<file path="src/hw/pack_monitor_consts.vh">
// Constants for the pack presence and safety monitor
`ifndef PACK_MONITOR_CONSTS_VH
`define PACK_MONITOR_CONSTS_VH

`define CLK_FREQ_HZ       40000000
`define PULSE_PERIOD_MS   250
`define PULSE_WIDTH_MS    5
`define PERIOD_CYCLES     ((`CLK_FREQ_HZ / 1000) * `PULSE_PERIOD_MS)
`define WIDTH_CYCLES      ((`CLK_FREQ_HZ / 1000) * `PULSE_WIDTH_MS)
`define CNT_W             24
`define SAMPLE_DEPTH      4
`define PRESENT_MIN_LOW   3
`define SLEEP_PERIOD_RST  24'h989680
`define ACTIVE_PERIOD_24  24'h989680
`define WIDTH_CYCLES_24   24'h030d40
`define LED_SINKS         3
`define THERM_INPUTS      4

`endif

</file>
<file path="src/hw/pack_presence_safety_monitor.v">
// Pack presence sampling, sleep entry, fuse, fault latch, thermistor and LED control
// Behaviour
// - Active pull-up pulse 5 ms every 250 ms.
// - Sample presence pin just before pulse ends.
// - Active presence from last four samples.
// - Sleep pulses once per configurable period.
// - Pull-down on whenever no pulse runs.
// - Both bus lines low: calibrate, then sleep.
// - Fuse command drives fuse output high.
// - Fuse pin read reports secondary protector state.
// - Safety thermistor trip sets permanent fault.
// - Permanent fault clears only on power-on reset.
// - Four thermistor pull-ups, each independently enabled.
// - Precharge gate output drives limited charge path.
// - Three LED sinks; display request shows LEDs.
`timescale 1ns/1ps
`include "pack_monitor_consts.vh"

module pack_presence_safety_monitor (
  input  wire        i_clk,
  input  wire        i_rst_n,
  input  wire        i_ce,
  input  wire        i_system_present_n,
  input  wire [23:0] i_sleep_period,
  input  wire        i_smb_clk,
  input  wire        i_smb_data,
  input  wire        i_cal_done,
  input  wire        i_wake,
  input  wire        i_fuse_cmd,
  input  wire        i_fuse_pin,
  input  wire        i_safety_thermistor_enable,
  input  wire        i_ptc_trip,
  input  wire        i_fault_clear,
  input  wire [3:0]  i_therm_pullup_en,
  input  wire        i_precharge_req,
  input  wire        i_display_request_n,
  input  wire [2:0]  i_led_pattern,
  output reg         o_presence_pullup_on,
  output reg         o_presence_pulldown_on,
  output reg         o_present,
  output reg         o_sleep,
  output reg         o_cal_start,
  output reg         o_frontend_fuse_out,
  output reg         o_protector_tripped,
  output reg         o_ptc_fault,
  output reg  [3:0]  o_therm_pullup,
  output reg         o_precharge_gate_drive,
  output reg  [2:0]  o_led_sink_out
);

  // ---------------------------------------------------------------
  // Mode state machine
  // ---------------------------------------------------------------
  localparam [2:0] ST_ACTIVE = 3'b001;
  localparam [2:0] ST_CAL    = 3'b010;
  localparam [2:0] ST_SLEEP  = 3'b100;

  reg  [2:0]  state_q;
  reg  [2:0]  state_d;
  reg  [3:0]  samples_q;
  reg  [23:0] period_sel;
  wire        pulse;
  wire        sample;
  wire        bus_low = !i_smb_clk && !i_smb_data;

  function [2:0] count_low;
    input [3:0] s;
    begin
      count_low = {2'b00, s[0]} + {2'b00, s[1]} + {2'b00, s[2]} + {2'b00, s[3]};
    end
  endfunction

  always @* begin
    state_d = state_q;
    case (state_q)
      ST_ACTIVE: if (bus_low) state_d = ST_CAL;
      ST_CAL:    if (i_cal_done) state_d = ST_SLEEP;
      ST_SLEEP:  if (i_wake && !bus_low) state_d = ST_ACTIVE;
      default:   state_d = ST_ACTIVE;
    endcase
  end

  always @* begin
    if (state_q == ST_SLEEP)
      period_sel = i_sleep_period;
    else
      period_sel = `ACTIVE_PERIOD_24;
  end

  // ---------------------------------------------------------------
  // Pulse timer
  // ---------------------------------------------------------------
  presence_pulser #(
    .WIDTH_CYC (`WIDTH_CYCLES_24)
  ) u_pulser (
    .i_clk    (i_clk),
    .i_rst_n  (i_rst_n),
    .i_ce     (i_ce),
    .i_period (period_sel),
    .o_pulse  (pulse),
    .o_sample (sample)
  );

  // ---------------------------------------------------------------
  // Registers
  // ---------------------------------------------------------------
  always @(posedge i_clk) begin
    if (!i_rst_n) begin
      state_q                <= ST_ACTIVE;
      samples_q              <= 4'h0;
      o_presence_pullup_on   <= 1'b0;
      o_presence_pulldown_on <= 1'b1;
      o_present              <= 1'b0;
      o_sleep                <= 1'b0;
      o_cal_start            <= 1'b0;
      o_frontend_fuse_out    <= 1'b0;
      o_protector_tripped    <= 1'b0;
      o_ptc_fault            <= 1'b0;
      o_therm_pullup         <= 4'h0;
      o_precharge_gate_drive <= 1'b0;
      o_led_sink_out         <= 3'h0;
    end else if (i_ce) begin
      state_q                <= state_d;
      o_sleep                <= (state_d == ST_SLEEP);
      o_cal_start            <= (state_q == ST_ACTIVE) && (state_d == ST_CAL);
      o_presence_pullup_on   <= pulse;
      o_presence_pulldown_on <= !pulse;
      if (sample) begin
        samples_q <= {samples_q[2:0], !i_system_present_n};
        if (state_q == ST_SLEEP)
          o_present <= !i_system_present_n;
        else
          o_present <= count_low({samples_q[2:0], !i_system_present_n})
                       >= `PRESENT_MIN_LOW;
      end
      if (i_fuse_cmd)
        o_frontend_fuse_out <= 1'b1;
      o_protector_tripped    <= i_fuse_pin;
      // Fault ignores i_fault_clear; only reset clears it
      if (i_safety_thermistor_enable && i_ptc_trip)
        o_ptc_fault <= 1'b1;
      o_therm_pullup         <= i_therm_pullup_en;
      o_precharge_gate_drive <= i_precharge_req;
      o_led_sink_out         <= i_display_request_n ? 3'h0 : i_led_pattern;
    end
  end

endmodule // pack_presence_safety_monitor

</file>
<file path="src/hw/presence_pulser.v">
// Presence pin pulse timer: one test pulse per period, sample strobe at its end
`timescale 1ns/1ps
`include "pack_monitor_consts.vh"

module presence_pulser #(
  parameter [23:0] WIDTH_CYC = `WIDTH_CYCLES_24
) (
  input  wire        i_clk,
  input  wire        i_rst_n,
  input  wire        i_ce,
  input  wire [23:0] i_period,
  output reg         o_pulse,
  output reg         o_sample
);

  reg [23:0] cnt_q;

  always @(posedge i_clk) begin
    if (!i_rst_n) begin
      cnt_q    <= 24'h000000;
      o_pulse  <= 1'b0;
      o_sample <= 1'b0;
    end else if (i_ce) begin
      o_sample <= 1'b0;
      if (cnt_q >= i_period - 24'h000001) begin
        cnt_q   <= 24'h000000;
        o_pulse <= 1'b1;
      end else begin
        cnt_q <= cnt_q + 24'h000001;
        if (cnt_q == WIDTH_CYC - 24'h000002)
          o_sample <= 1'b1;
        if (cnt_q == WIDTH_CYC - 24'h000001)
          o_pulse <= 1'b0;
      end
    end
  end

endmodule // presence_pulser

</file>
<file path="config.mk">
export PLATFORM = sky130hd
export DESIGN_NAME = pack_presence_safety_monitor
export DESIGN_NICKNAME = d
export VERILOG_FILES = /design/src/hw/pack_presence_safety_monitor.v /design/src/hw/presence_pulser.v
export VERILOG_INCLUDE_DIRS = /design/src /design/src/hw
export SDC_FILE = /design/constraint.sdc
export NUM_CORES = 1
export LEC_CHECK = 0
export ABC_AREA = 1
export BUFFER_PORTS_ARGS = -buffer_cell sky130_fd_sc_hd__buf_4
export CORE_MARGIN = 4
export CORE_UTILIZATION = 49
export DETAILED_ROUTE_END_ITERATION = 16
export PLACE_DENSITY_LB_ADDON = 0.25
export SLEW_MARGIN = 20
export SYNTH_ARGS = -nofsm -noshare
export SYNTH_HDL_FRONTEND = slang
export SYNTH_SLANG_ARGS = --single-unit
</file>
<file path="constraint.sdc">
create_clock -name i_clk -period 3.56 [get_ports i_clk]
set_input_delay 0.89 -clock i_clk [delete_from_list [all_inputs] [get_ports i_clk]]
set_output_delay 0.89 -clock i_clk [all_outputs]
set_load 0.05 [all_outputs]
</file>
======== After elaboration in Yosys (flattened, before gate mapping) ========
Cells that the tools add are included.
W data, S select, Z words.
operators by class
  add/subtract/negate cells ............... 5
  order comparisons ....................... 2
  equality and inequality tests ........... 7
  mux-type cells .......................... 12
  reduce and logical (&&, ||, !) cells .... 14
operators by type and width
  kind                     count
  $eq A24 B18 Y1 const B   2
  $mux W24                 2
  $add A24 B1 Y24 const B  1
  $ge A24 B24 Y1           1
  $sub A24 B1 Y24 const B  1
  $mux W3                  4
  $pmux W3 S3              1
  $reduce_and A2 Y1        4
  $eq A3 B2 Y1 const B     2
  $eq A3 B3 Y1 const B     2
  $logic_not A1 Y1         5
  $mux W1                  5
  $logic_and A1 B1 Y1      4
  $add A2 B1 Y3            1
  $add A3 B1 Y3            1
  $eq A3 B1 Y1 const B     1
  $ge A3 B2 Y1 const B     1
  $add A1 B1 Y2            1
  $reduce_bool A2 Y1       1
storage, ports and cells
  bits in registers ....................... 48
  input port bits ......................... 46
  output and inout bits ................... 16
  word-level logic and storage cells ...... 56

======== Depth between registers and ports, before layout ========
Gate-level depths: netlist of the first run.
  word-level depth ........................ 8
  mapped depth ............................ 24
  mapped depth without buffers ............ 23

======== Hierarchy ========
From an unflattened synthesis of the first run, not the netlist that was laid out.
second synthesis, totals
  cell total of the unflattened synthesis .. 532
  area total of the unflattened synthesis .. 3623.5 um^2
by module, submodules not included
  module                        instances  cells an instance  area each (um^2)
  presence_pulser               1          367                2474.9
  pack_presence_safety_monitor  1          165                1148.6

======== Worst setup path before layout of the first run ========
No wires, ideal clock.
  kind .................................... input port to flip-flop
  from .................................... in i_sleep_period[1]
  to ...................................... reg u_pulser.cnt_q[12]
  setup time .............................. 117 ps
  arrival time ............................ 3016 ps
  required time ........................... 3443 ps
  slack ................................... 427 ps
  stages .................................. 19
  buffers on the path ..................... 1
  cells stage by stage .................... or2_1 > o21ai_2 > and2_2 > nand2_2 > nor2_2 > nand2_1 > nand3_1 > nand2_1 > ha_1 > nand2_1 > nor2_1 > nand2_1 > nor2_1 > nand2_1 > nand3_1 > nand2_1 > nand2_1 > buf_2 > nor2_1
between the ends
  cells in the longest elaborated chain, start to end .. 4
RTL lines
  item                  RTL line                           text
  from (decl)           pack_presence_safety_monitor.v:24  input wire [23:0] i_sleep_period,
  $mux W24              pack_presence_safety_monitor.v:84  if (state_q == ST_SLEEP)
  $sub A24 B1 Y24       presence_pulser.v:25               if (cnt_q >= i_period - 24'h000001) begin
  $ge A24 B24 Y1        presence_pulser.v:25
  $mux W24              presence_pulser.v:25
  to (signal assigned)  presence_pulser.v:29               cnt_q <= cnt_q + 24'h000001;
  to (decl)             presence_pulser.v:16               reg [23:0] cnt_q;
Every way passes these cells.
A chain may end at the register's enable or synchronous reset.

======== Final worst setup path of the first run ========
  from .................................... reg state_q[0]
  to ...................................... reg u_pulser.cnt_q[1]
between the ends
  cells in the longest elaborated chain, start to end .. 5
RTL lines
  item                    RTL line                            text
  from (decl)             pack_presence_safety_monitor.v:58   reg [2:0] state_q;
  from (signal assigned)  pack_presence_safety_monitor.v:123  state_q <= state_d;
  $eq A3 B3 Y1            pack_presence_safety_monitor.v:84
  $mux W24                pack_presence_safety_monitor.v:84
  $sub A24 B1 Y24         presence_pulser.v:25
  $ge A24 B24 Y1          presence_pulser.v:25
  $mux W24                presence_pulser.v:25
Every way passes these cells.

==> flow_metrics.tcl, run 1 <==
set metrics [dict create \
    synth.area.top_cells "dfxtp_1 (26%), nand2_1 (13%), nor2_1 (11%)" \
    synth_top_cells_by_count "nand2_1 (134), nor2_1 (113), inv_1 (69)" \
    setup_slack_ns 0.402 \
    postSynthAreaPerCell_um2 6.44 \
    yosysWarnings 0 \
    via_count 3746 \
    p_leak_nw 2.08 \
    cts_tree "yes" \
    htree_levels 2 \
    synth_enable_flop_cells 0 \
    num_io_pins 62 \
    globalplace.congestion 0.943 \
    synth.most_common_cell "nand2_1" \
    die_h_um 95.2 \
    worst_hold_path.num_cells 1 \
    initial_core_util_pct 50.8 \
    design_area_um2 4380 \
    ys_types 41 \
    status "finished, final reports clean" \
    grt_pass1_wl_um 15400 \
    seq_area_frac_synth_pct 25.8 \
    setup_viol 0 \
    grtUsageTotal_pct 21.2 \
    setup-tns-final_ns 0 \
    drive_gt1_share_pct 16.4 \
    nets 716 \
    ir_worst_vdd_mv 0.197 \
    synth_xor_xnor_area_share_pct 5.87 \
    synthMuxAreaShare_pct 0 \
    regArea_um2 961 \
    synth-async-reset-ratio_pct 0 \
    clock_path_buffers 2 \
    fin_worst_skew_ns 0.00867 \
    cts_buffers 5 \
    cts_hold_buf 0 \
    whs_ns 0.462 \
    synth_compound_area_share_pct 9.03 \
    power_density_nw_per_um2 251 \
    die_w_um 95.2 \
    arrival_ns 3.35 \
    synth_top_cell_area_share_pct 25.8 \
    drt-pass1-iter-count 4 \
    worstPathRequired_ns 3.75 \
    fmax_mhz 317 \
    grt_max_degree 29 \
    ys_seq_elements 48 \
    drtAntennaViolNets 0 \
    critical_path_class "reg -> reg" \
    grt_pass1_vias 3486 \
    min_path_type "reg -> reg" \
    dp_hpwl_um 7320 \
    drv_slew 0 \
    hold_viol 0 \
    cts_num_sinks 48 \
    synth_flop_cell "dfxtp_1" \
    postCtsSetupBuffers 0 \
    wl_per_cell_um 12.2 \
    row_count 31 \
    period_share_pct 88.7 \
    max_slew_margin_pct 51.3 \
    rsz0062_at_grt "false" \
    fp.dieArea_um2 9070 \
    multi_input_area_um2 2410 \
    worstRegToRegCells 20 \
    nFillCells 727 \
    synthSimpleGateAreaFrac_pct 39.4 \
    fin_crit_ns 3.16 \
    clockRootBuffer "clkbuf_8" \
    r2r_slack_ns 0.40 \
    netlist_area_um2 3730 \
    yosysTopAreaCell "dfxtp_1" \
    worst_pin_slew_ns 0.729 \
    syn-num-nets 655 \
    core_um2 7330 \
    final_cells 740 \
    synthAdderAreaFrac_pct 10.3 \
    synth_top_family_by_area "simple AND/OR/NAND/NOR gates" \
    antenna_found_initial 0 \
    critPathCaptureType "flip-flop" \
    clk_pin_slew_ns 0.09 \
    pre_cts_ws_ns 0.137 \
    synthCells 579 \
    drtIter0Drc 197 \
    drt_wl_total_um 9020 \
    portBuffers 60 \
    clock_latency_ns 0.30 \
    placed_cells 732 \
    worstPathMaxFanout 24 \
    avgViaCountPerCell 5.06 \
    grt-ovfl-total 0 \
    antenna_cells 0 \
    drcViolationCount 0 \
    ctsResizeCount 0 \
    critPathLaunchType "flip-flop" \
    maxCapViolations 0 \
    placed_cell_area_um2 4280 \
    syn_to_final_growth_pct 17.4 \
]
[kinds of logic (layout without fill, tap and decap cells)]
logic type,after synthesis,after routing
simple gates,328,328
flops,48,48
fa+ha+maj,30,30
buf+inv,86,148
compound gates,62,62
xor+xnor,25,25
[state kept, by name (all words and copies together) (netlist names), 3 cells and up]
register and count:
u_pulser.cnt_q 24, o_therm_pullup 4, o_led_sink_out 3, samples_q 3, state_q 3
[cell usage in the layout, fill, tap and decap left out, drive strengths merged, types with 2 or more instances in the layout]
cell type    n
nor3b        2
or2          2
nand2      138
clkbuf       6
nand4        9
ha          29
xnor2        7
a21o         4
buf         66
a21oi       23
xor2        18
nor2       124
o22ai        4
nand3       41
dfxtp       48
clkinvlp     2
inv         74
o21ai       28
nor3         9
[power by group]
part | internal (mW) | switching (mW) | total, mW
combinational | 0.0743 | 0.114 | 0.188
clock | 0.157 | 0.188 | 0.346
sequential | 0.552 | 0.0107 | 0.562
[per-stage QoR]
| stage | util [%] | total power [mW] |
|---|---|---|
| 2_1_floorplan | - | 0.686 |
| 3_3_place_gp | 58.4 | 0.759 |
| 3_5_place_dp | 58.4 | 0.764 |
| 4_1_cts | 59.7 | 1.11 |
| 5_1_grt | 59.7 | 1.15 |
| 6_report | 59.7 | 1.10 |
[final timing paths]
kind                                                          start                                   to
worst max-delay path                        state_q[0]$_SDFFE_PN1P_       u_pulser.cnt_q[1]$_SDFFE_PN0P_
worst min-delay path            o_presence_pulldown_on$_SDFFE_PN1P_  o_presence_pulldown_on$_SDFFE_PN1P_
worst max register to register              state_q[0]$_SDFFE_PN1P_       u_pulser.cnt_q[1]$_SDFFE_PN0P_
worst min register to register  o_presence_pulldown_on$_SDFFE_PN1P_  o_presence_pulldown_on$_SDFFE_PN1P_
[final cells by class]
cell class,instances,area share [%]
multi-input cells,445,55.0
repair buffers,66,11.6
clock buffers,6,1.89
clock inverters,2,0.343
inverters,74,6.40
flip-flops and latches,48,22.0
well taps,99,2.83
[layer usage]
| metal | global-route usage (%) | vias up | routed length [µm] |
|---|---|---|---|
| li1 | - | 1956 | - |
| met1 | 27.2 | 1695 | 4150 |
| met2 | 37.1 | 84 | 4330 |
| met3 | 3.31 | 11 | 431 |
| met4 | 4.93 | 0 | 114 |
| met5 | 0 | - | 0 |
[critical path, cell delays in order (launching register included)]
cell	delay, ns
dfxtp_1	0.32
inv_1	0.12
nand3_4	0.24
inv_4	0.27
nand2_1	0.13
nor2_1	0.17
nand2_1	0.09
nor2_1	0.12
nand3_1	0.14
xor2_1	0.18
ha_1	0.30
nand2_1	0.05
nor2_1	0.12
nand2_1	0.10
nor2_1	0.12
nand2_1	0.08
nand3_1	0.08
nand2_1	0.08
nand2_1	0.12
buf_12	0.17
nor2_1	0.05
No activity file was read; power rests on OpenSTA's default activity.
==> inputs of run 2 (changes only) <==
- clock period: 3.56 -> 3.5 ns (I/O delays scaled with it)
==> flow_metrics.tcl, run 2 (synthesis results as in run 1) <==
set metrics [dict create \
    regArea_um2 961 \
    drv_slew 0 \
    grt-ovfl-total 0 \
    worstPathMaxFanout 24 \
    power_density_nw_per_um2 251 \
    syn_to_final_growth_pct 17.8 \
    htree_levels 2 \
    drt-pass1-iter-count 4 \
    fin_worst_skew_ns 0.00762 \
    antenna_found_initial 0 \
    hold_start "o_ptc_fault$_SDFFE_PN0P_" \
    globalplace.congestion 0.931 \
    worstRegToRegCells 20 \
    cts_buffers 5 \
    rsz0062_at_grt "false" \
    die_w_um 95.2 \
    final_cells 741 \
    clk_pin_slew_ns 0.09 \
    maxCapViolations 0 \
    critical_path_class "in -> reg" \
    placed_cell_area_um2 4290 \
    clockRootBuffer "clkbuf_8" \
    nFillCells 700 \
    power_mw 1.10 \
    design_area_um2 4390 \
    grt_max_degree 29 \
    critPathCaptureType "flip-flop" \
    via_count 3734 \
    drcViolationCount 0 \
    cts_tree "yes" \
    worst_hold_path.endpoint "o_ptc_fault$_SDFFE_PN0P_" \
    fp.dieArea_um2 9070 \
    drtIter0Drc 192 \
    r2r_slack_ns 0.41 \
    cts_num_sinks 48 \
    dp_hpwl_um 7380 \
    whs_ns 0.467 \
    worstPathRequired_ns 3.69 \
    fin_crit_ns 3.12 \
    min_path_type "reg -> reg" \
    cts_hold_buf 0 \
    p_leak_nw 2.09 \
    clock_latency_ns 0.30 \
    initial_core_util_pct 50.8 \
    pre_cts_ws_ns 0.0847 \
    setup_viol 0 \
    grt_pass1_vias 3460 \
    grt_pass1_wl_um 15200 \
    die_h_um 95.2 \
    arrival_ns 3.31 \
    placed_cells 734 \
    setup-tns-final_ns 0 \
    avgViaCountPerCell 5.04 \
    largest_register "u_pulser.cnt_q" \
    portBuffers 60 \
    worst_pin_slew_ns 0.738 \
    critPathLaunchType "input port" \
    max_slew_margin_pct 50.7 \
    clock_path_buffers 2 \
    fmax_mhz 321 \
    drt_wl_total_um 9050 \
    largest_reg_flops 24 \
    num_io_pins 62 \
    worstReg2RegStart "state_q[0]$_SDFFE_PN1P_" \
    worstReg2RegEnd "u_pulser.cnt_q[12]$_SDFFE_PN0P_" \
    wl_per_cell_um 12.2 \
    drtAntennaViolNets 0 \
    core_um2 7330 \
    period_share_pct 89.1 \
    nets 718 \
    antenna_cells 0 \
    hold_viol 0 \
    layout_commonest_cell "nand2_1" \
    ir_worst_vdd_mv 0.233 \
    layout_common_cells "nand2_1 (134), nor2_1 (113), inv_1 (69)" \
    setup_slack_ns 0.381 \
    top_regs "u_pulser.cnt_q (24), o_therm_pullup (4)" \
    row_count 31 \
    status "finished, final reports clean" \
    drive_gt1_share_pct 16.5 \
    worst_hold_path.num_cells 2 \
    final_core_utilization_pct 59.9 \
    grtUsageTotal_pct 20.8 \
    multi_input_area_um2 2410 \
]
==> run 2: cell count changes in the layout (fill, tap and decap cells not counted) <==
cell / before / now
clkinv_4: 0 / 1
buf_4: 65 / 67
clkinvlp_4: 2 / 0
inv_4: 1 / 0
inv_8: 0 / 1
==> run 2: metal layers <==
metal	global-route usage, %	vias up	part of all wire, %
met3	4.03	8	5.4
met5	0	-	0
met2	36.2	87	49
li1	-	1966	-
met4	3.73	0	0.84
met1	26.9	1673	45
==> run 2: what timing repair did <==
| action | CTS | global route |
|---|---|---|
| endpoints found under the setup margin | 0 | 24 |
| buffers inserted | 0 | 0 |
| resized for setup | 0 | 2 |
==> run 2: final cells by class <==
type                    instances  area share [%]
flip-flops and latches         48            21.9
multi-input cells             445            54.8
clock inverters                 1           0.199
well taps                      99            2.82
inverters                      74            6.50
repair buffers                 68            11.9
clock buffers                   6            1.88
==> run 2: report_power, final <==
part	switching, mW	leakage [nW]	internal [mW]	total (mW)
combinational	0.116	1.65	0.0759	0.192
clock	0.179	0.0473	0.158	0.337
sequential	0.0107	0.390	0.561	0.572
total	0.306	2.09	0.795	1.10
==> run 2: worst max path at each step <==
| stage | endpoint | slack [ns] | startpoint | cells past startpoint |
|---|---|---|---|---|
| after floorplan | u_pulser.cnt_q[12]$_SDFFE_PN0P_ | 0.38 | i_sleep_period[1] | 19 |
| after global placement | u_pulser.cnt_q[12]$_SDFFE_PN0P_ | 0.12 | i_sleep_period[1] | 18 |
| after detailed placement | u_pulser.cnt_q[18]$_SDFFE_PN0P_ | 0.08 | i_sleep_period[1] | 18 |
| after CTS | u_pulser.cnt_q[0]$_SDFFE_PN0P_ | 0.33 | state_q[0]$_SDFFE_PN1P_ | 20 |
| after global routing | u_pulser.cnt_q[9]$_SDFFE_PN0P_ | 0.02 | state_q[0]$_SDFFE_PN1P_ | 20 |
| final | u_pulser.cnt_q[12]$_SDFFE_PN0P_ | 0.38 | i_sleep_period[1] | 18 |
==> run 2: worst max-delay path, cell delays in order <==
cell and delay [ns]:
buf_4 0.11, or2_1 0.26, o21ai_2 0.13, and2_2 0.22, nand4_1 0.21, o21bai_1 0.19
nand2_1 0.08, ha_1 0.27, nand2_1 0.05, nor2_1 0.12, nand2_1 0.09, nor2_1 0.11
nand2_1 0.08, nand3_1 0.09, nand2_1 0.07, nand2_1 0.11, buf_12 0.17, nor2_1 0.05
==> inputs of run 3 (changes only) <==
- ABC_AREA: 1 -> unset
==> flow_metrics.tcl, run 3 <==
set metrics [dict create \
    num_io_pins 62 \
    worst_pin_slew_ns 0.542 \
    grt_pass1_wl_um 13300 \
    die_w_um 87.6 \
    postSynthAreaPerCell_um2 8.12 \
    worstReg2RegEnd "u_pulser.cnt_q[0]$_SDFFE_PN0P_" \
    largest_register "u_pulser.cnt_q" \
    cts_tree "yes" \
    ir_worst_vdd_mv 0.261 \
    top_regs "u_pulser.cnt_q (24), o_therm_pullup (4)" \
    wl_per_cell_um 13.9 \
    fp.dieArea_um2 7670 \
    regArea_um2 961 \
    clock_latency_ns 0.30 \
    globalplace.congestion 0.893 \
    cts_num_sinks 48 \
    switching_share_pct 23.6 \
    pwr-share-clk_pct 37.1 \
    portBuffers 60 \
    drive_gt1_share_pct 27.9 \
    violations "setup timing" \
    drt-pass1-iter-count 4 \
    grt_pass1_vias 2998 \
    r2r_slack_ns 0.12 \
    worstRegToRegCells 15 \
    seqPwrFrac_pct 48.3 \
    synthCells 382 \
    arrival_ns 4.28 \
    nFillCells 512 \
    fin_crit_ns 4.08 \
    antenna_found_initial 0 \
    antenna_cells 0 \
    ys_seq_elements 48 \
    clockRootBuffer "clkbuf_8" \
    power_density_nw_per_um2 280 \
    hold_viol 0 \
    drtIter0Drc 136 \
    avgViaCountPerCell 5.44 \
    clock_path_buffers 2 \
    seq_area_frac_synth_pct 31.0 \
    critPathCaptureType "flip-flop" \
    max_slew_margin_pct 63.6 \
    largest_reg_flops 24 \
    switchingPower_mw 0.275 \
    core_um2 6030 \
    synth_top_cells_by_count "nor2_1 (59), dfxtp_1 (48), nand2_1 (35)" \
    worst_hold_path.endpoint "samples_q[2]$_SDFFE_PN0P_" \
    synth_enable_flop_cells 0 \
    syn_to_final_growth_pct 34.4 \
    fin_worst_skew_ns 0.00958 \
    worstPathMaxFanout 7 \
    ys_types 52 \
    setup-tns-final_ns -13.69 \
    drcViolationCount 0 \
    synth_top_cell_area_share_pct 31.0 \
    syn-num-nets 458 \
    cts_hold_buf 0 \
    combPwrFrac_pct 14.7 \
    layout_common_cells "buf_4 (106), nor2_1 (59), dfxtp_1 (48)" \
    synth-async-reset-ratio_pct 0 \
    drtAntennaViolNets 0 \
    setup_slack_ns -0.581 \
    synth.area.top_cells "dfxtp_1 (31%), ha_1 (12%), xor2_1 (7.6%)" \
    via_count 3062 \
    clk_pin_slew_ns 0.09 \
    critPathLaunchType "input port" \
    min_path_type "reg -> reg" \
    p_int_mw 0.893 \
    synth_flop_cell "dfxtp_1" \
    die_h_um 87.6 \
    worstPathRequired_ns 3.70 \
    layout_commonest_cell "buf_4" \
    nets 563 \
    dp_hpwl_um 5820 \
    maxCapViolations 0 \
    period_share_pct 117 \
    htree_levels 2 \
    setup_viol 26 \
    initial_core_util_pct 51.5 \
    netlist_area_um2 3100 \
    p_leak_nw 1.87 \
    cts_buffers 5 \
    drv_slew 0 \
    grt-ovfl-total 0 \
    status "finished, violations left" \
    grtUsageTotal_pct 21.3 \
    row_count 28 \
    multi_input_area_um2 2100 \
    pre_cts_ws_ns -0.990 \
    synth.most_common_cell "nor2_1" \
    fmax_mhz 245 \
    whs_ns 0.474 \
    grt_max_degree 27 \
    rsz0062_at_grt "true" \
    yosysTopAreaCell "dfxtp_1" \
    worst_hold_path.num_cells 2 \
    worstReg2RegStart "state_q[0]$_SDFFE_PN1P_" \
    critical_path_class "in -> reg" \
    yosysWarnings 0 \
    drt_wl_total_um 7830 \
    hold_start "samples_q[2]$_SDFFE_PN0P_" \
]
[run 3: cell count changes in the layout (fill, tap and decap cells not counted), moves of 6 or more]
cell      previous run  this run
nand2_1            134        35
inv_1               69         8
buf_4               67       106
mux2i_1              0         6
nor2_2               7         1
o21ai_0             23        10
nor2_1             113        59
nand3_1             37        15
xor2_1              18        27
and3_1               0         7
a211oi_1             0         6
[run 3: area by class of cell]
| class | count | area share [%] |
|---|---|---|
| Tap cell | 75 | 2.25 |
| Timing Repair Buffer | 111 | 20.6 |
| Clock buffer | 7 | 2.31 |
| Sequential cell | 48 | 23.0 |
| Clock inverter | 1 | 0.720 |
| Multi-Input combinational cell | 312 | 50.2 |
| Inverter | 9 | 0.810 |
[run 3: worst max-delay path by stage]
stage                      start                               to
2_1_floorplan  i_sleep_period[2]  u_pulser.cnt_q[16]$_SDFFE_PN0P_
3_3_place_gp   i_sleep_period[2]   u_pulser.cnt_q[0]$_SDFFE_PN0P_
3_5_place_dp   i_sleep_period[2]   u_pulser.cnt_q[0]$_SDFFE_PN0P_
4_1_cts        i_sleep_period[2]   u_pulser.cnt_q[0]$_SDFFE_PN0P_
5_1_grt        i_sleep_period[2]   u_pulser.cnt_q[0]$_SDFFE_PN0P_
6_report       i_sleep_period[2]   u_pulser.cnt_q[0]$_SDFFE_PN0P_
[run 3: power by group through the flow]
stage / clock (mW) / combinational, mW / sequential [mW]
global placement: 0 / 0.164 / 0.576
global route: 0.460 / 0.187 / 0.565
detailed placement: 0 / 0.168 / 0.576
CTS: 0.438 / 0.171 / 0.564
finish: 0.433 / 0.171 / 0.564
floorplan: 0 / 0.0509 / 0.601
[run 3: critical path: stages]
cell and delay [ns]:
buf_6 0.09, or3_4 0.38, or4_4 0.44, buf_6 0.14, or4b_4 0.51, nor4_4 0.18, xor2_1 0.18, nor2_1 0.06
ha_1 0.26, nand2_1 0.06, nor4_2 0.26, o211ai_1 0.14, o211ai_1 0.24, buf_4 0.21, nor3_1 0.05, o21a_1 0.20
[run 3: stage by stage]
stage          utilization, %  cells  power (mW)  area, µm²
3_5_place_dp             65.0    544       0.744       3920
6_report                 69.2    563        1.17       4170
3_3_place_gp             65.0    544       0.740       3920
5_1_grt                  69.2    563        1.21       4170
4_1_cts                  68.8    559        1.17       4150
2_1_floorplan               -    382       0.652       3140
[run 3: logic make-up after synthesis]
| family | count (synthesis) | share of synthesized area, % |
|---|---|---|
| and+or+nand+nor | 178 | 29.6 |
| AOI/OAI and AO/OA | 66 | 13.1 |
| muxes | 6 | 1.94 |
| xor gates and xnor gates | 32 | 9.03 |
| DFF | 48 | 31.0 |
| adders and majority gates | 30 | 12.3 |
| buffers and inverters | 22 | 3.02 |
[run 3: repair_timing]
| item | 4_1_cts | 5_1_grt |
|---|---|---|
| pin swaps | 16 | 5 |
| setup buffers | 7 | 5 |
| setup endpoints to repair | 26 | 26 |
| hold endpoints to repair | 0 | 0 |
| resized for setup | 15 | 0 |
| gates cloned | 0 | 0 |
[run 3: routing by layer]
metal  routed length [µm]  vias up  GRT usage (%)  share of wire [%]
li1                     -     1556              -                  -
met1                 3610     1395           28.1                 46
met2                 3560      100           34.9                 45
met3                  557       11           4.42                7.1
met4                  106        0           6.69                1.4
met5                    0        -              0                  0
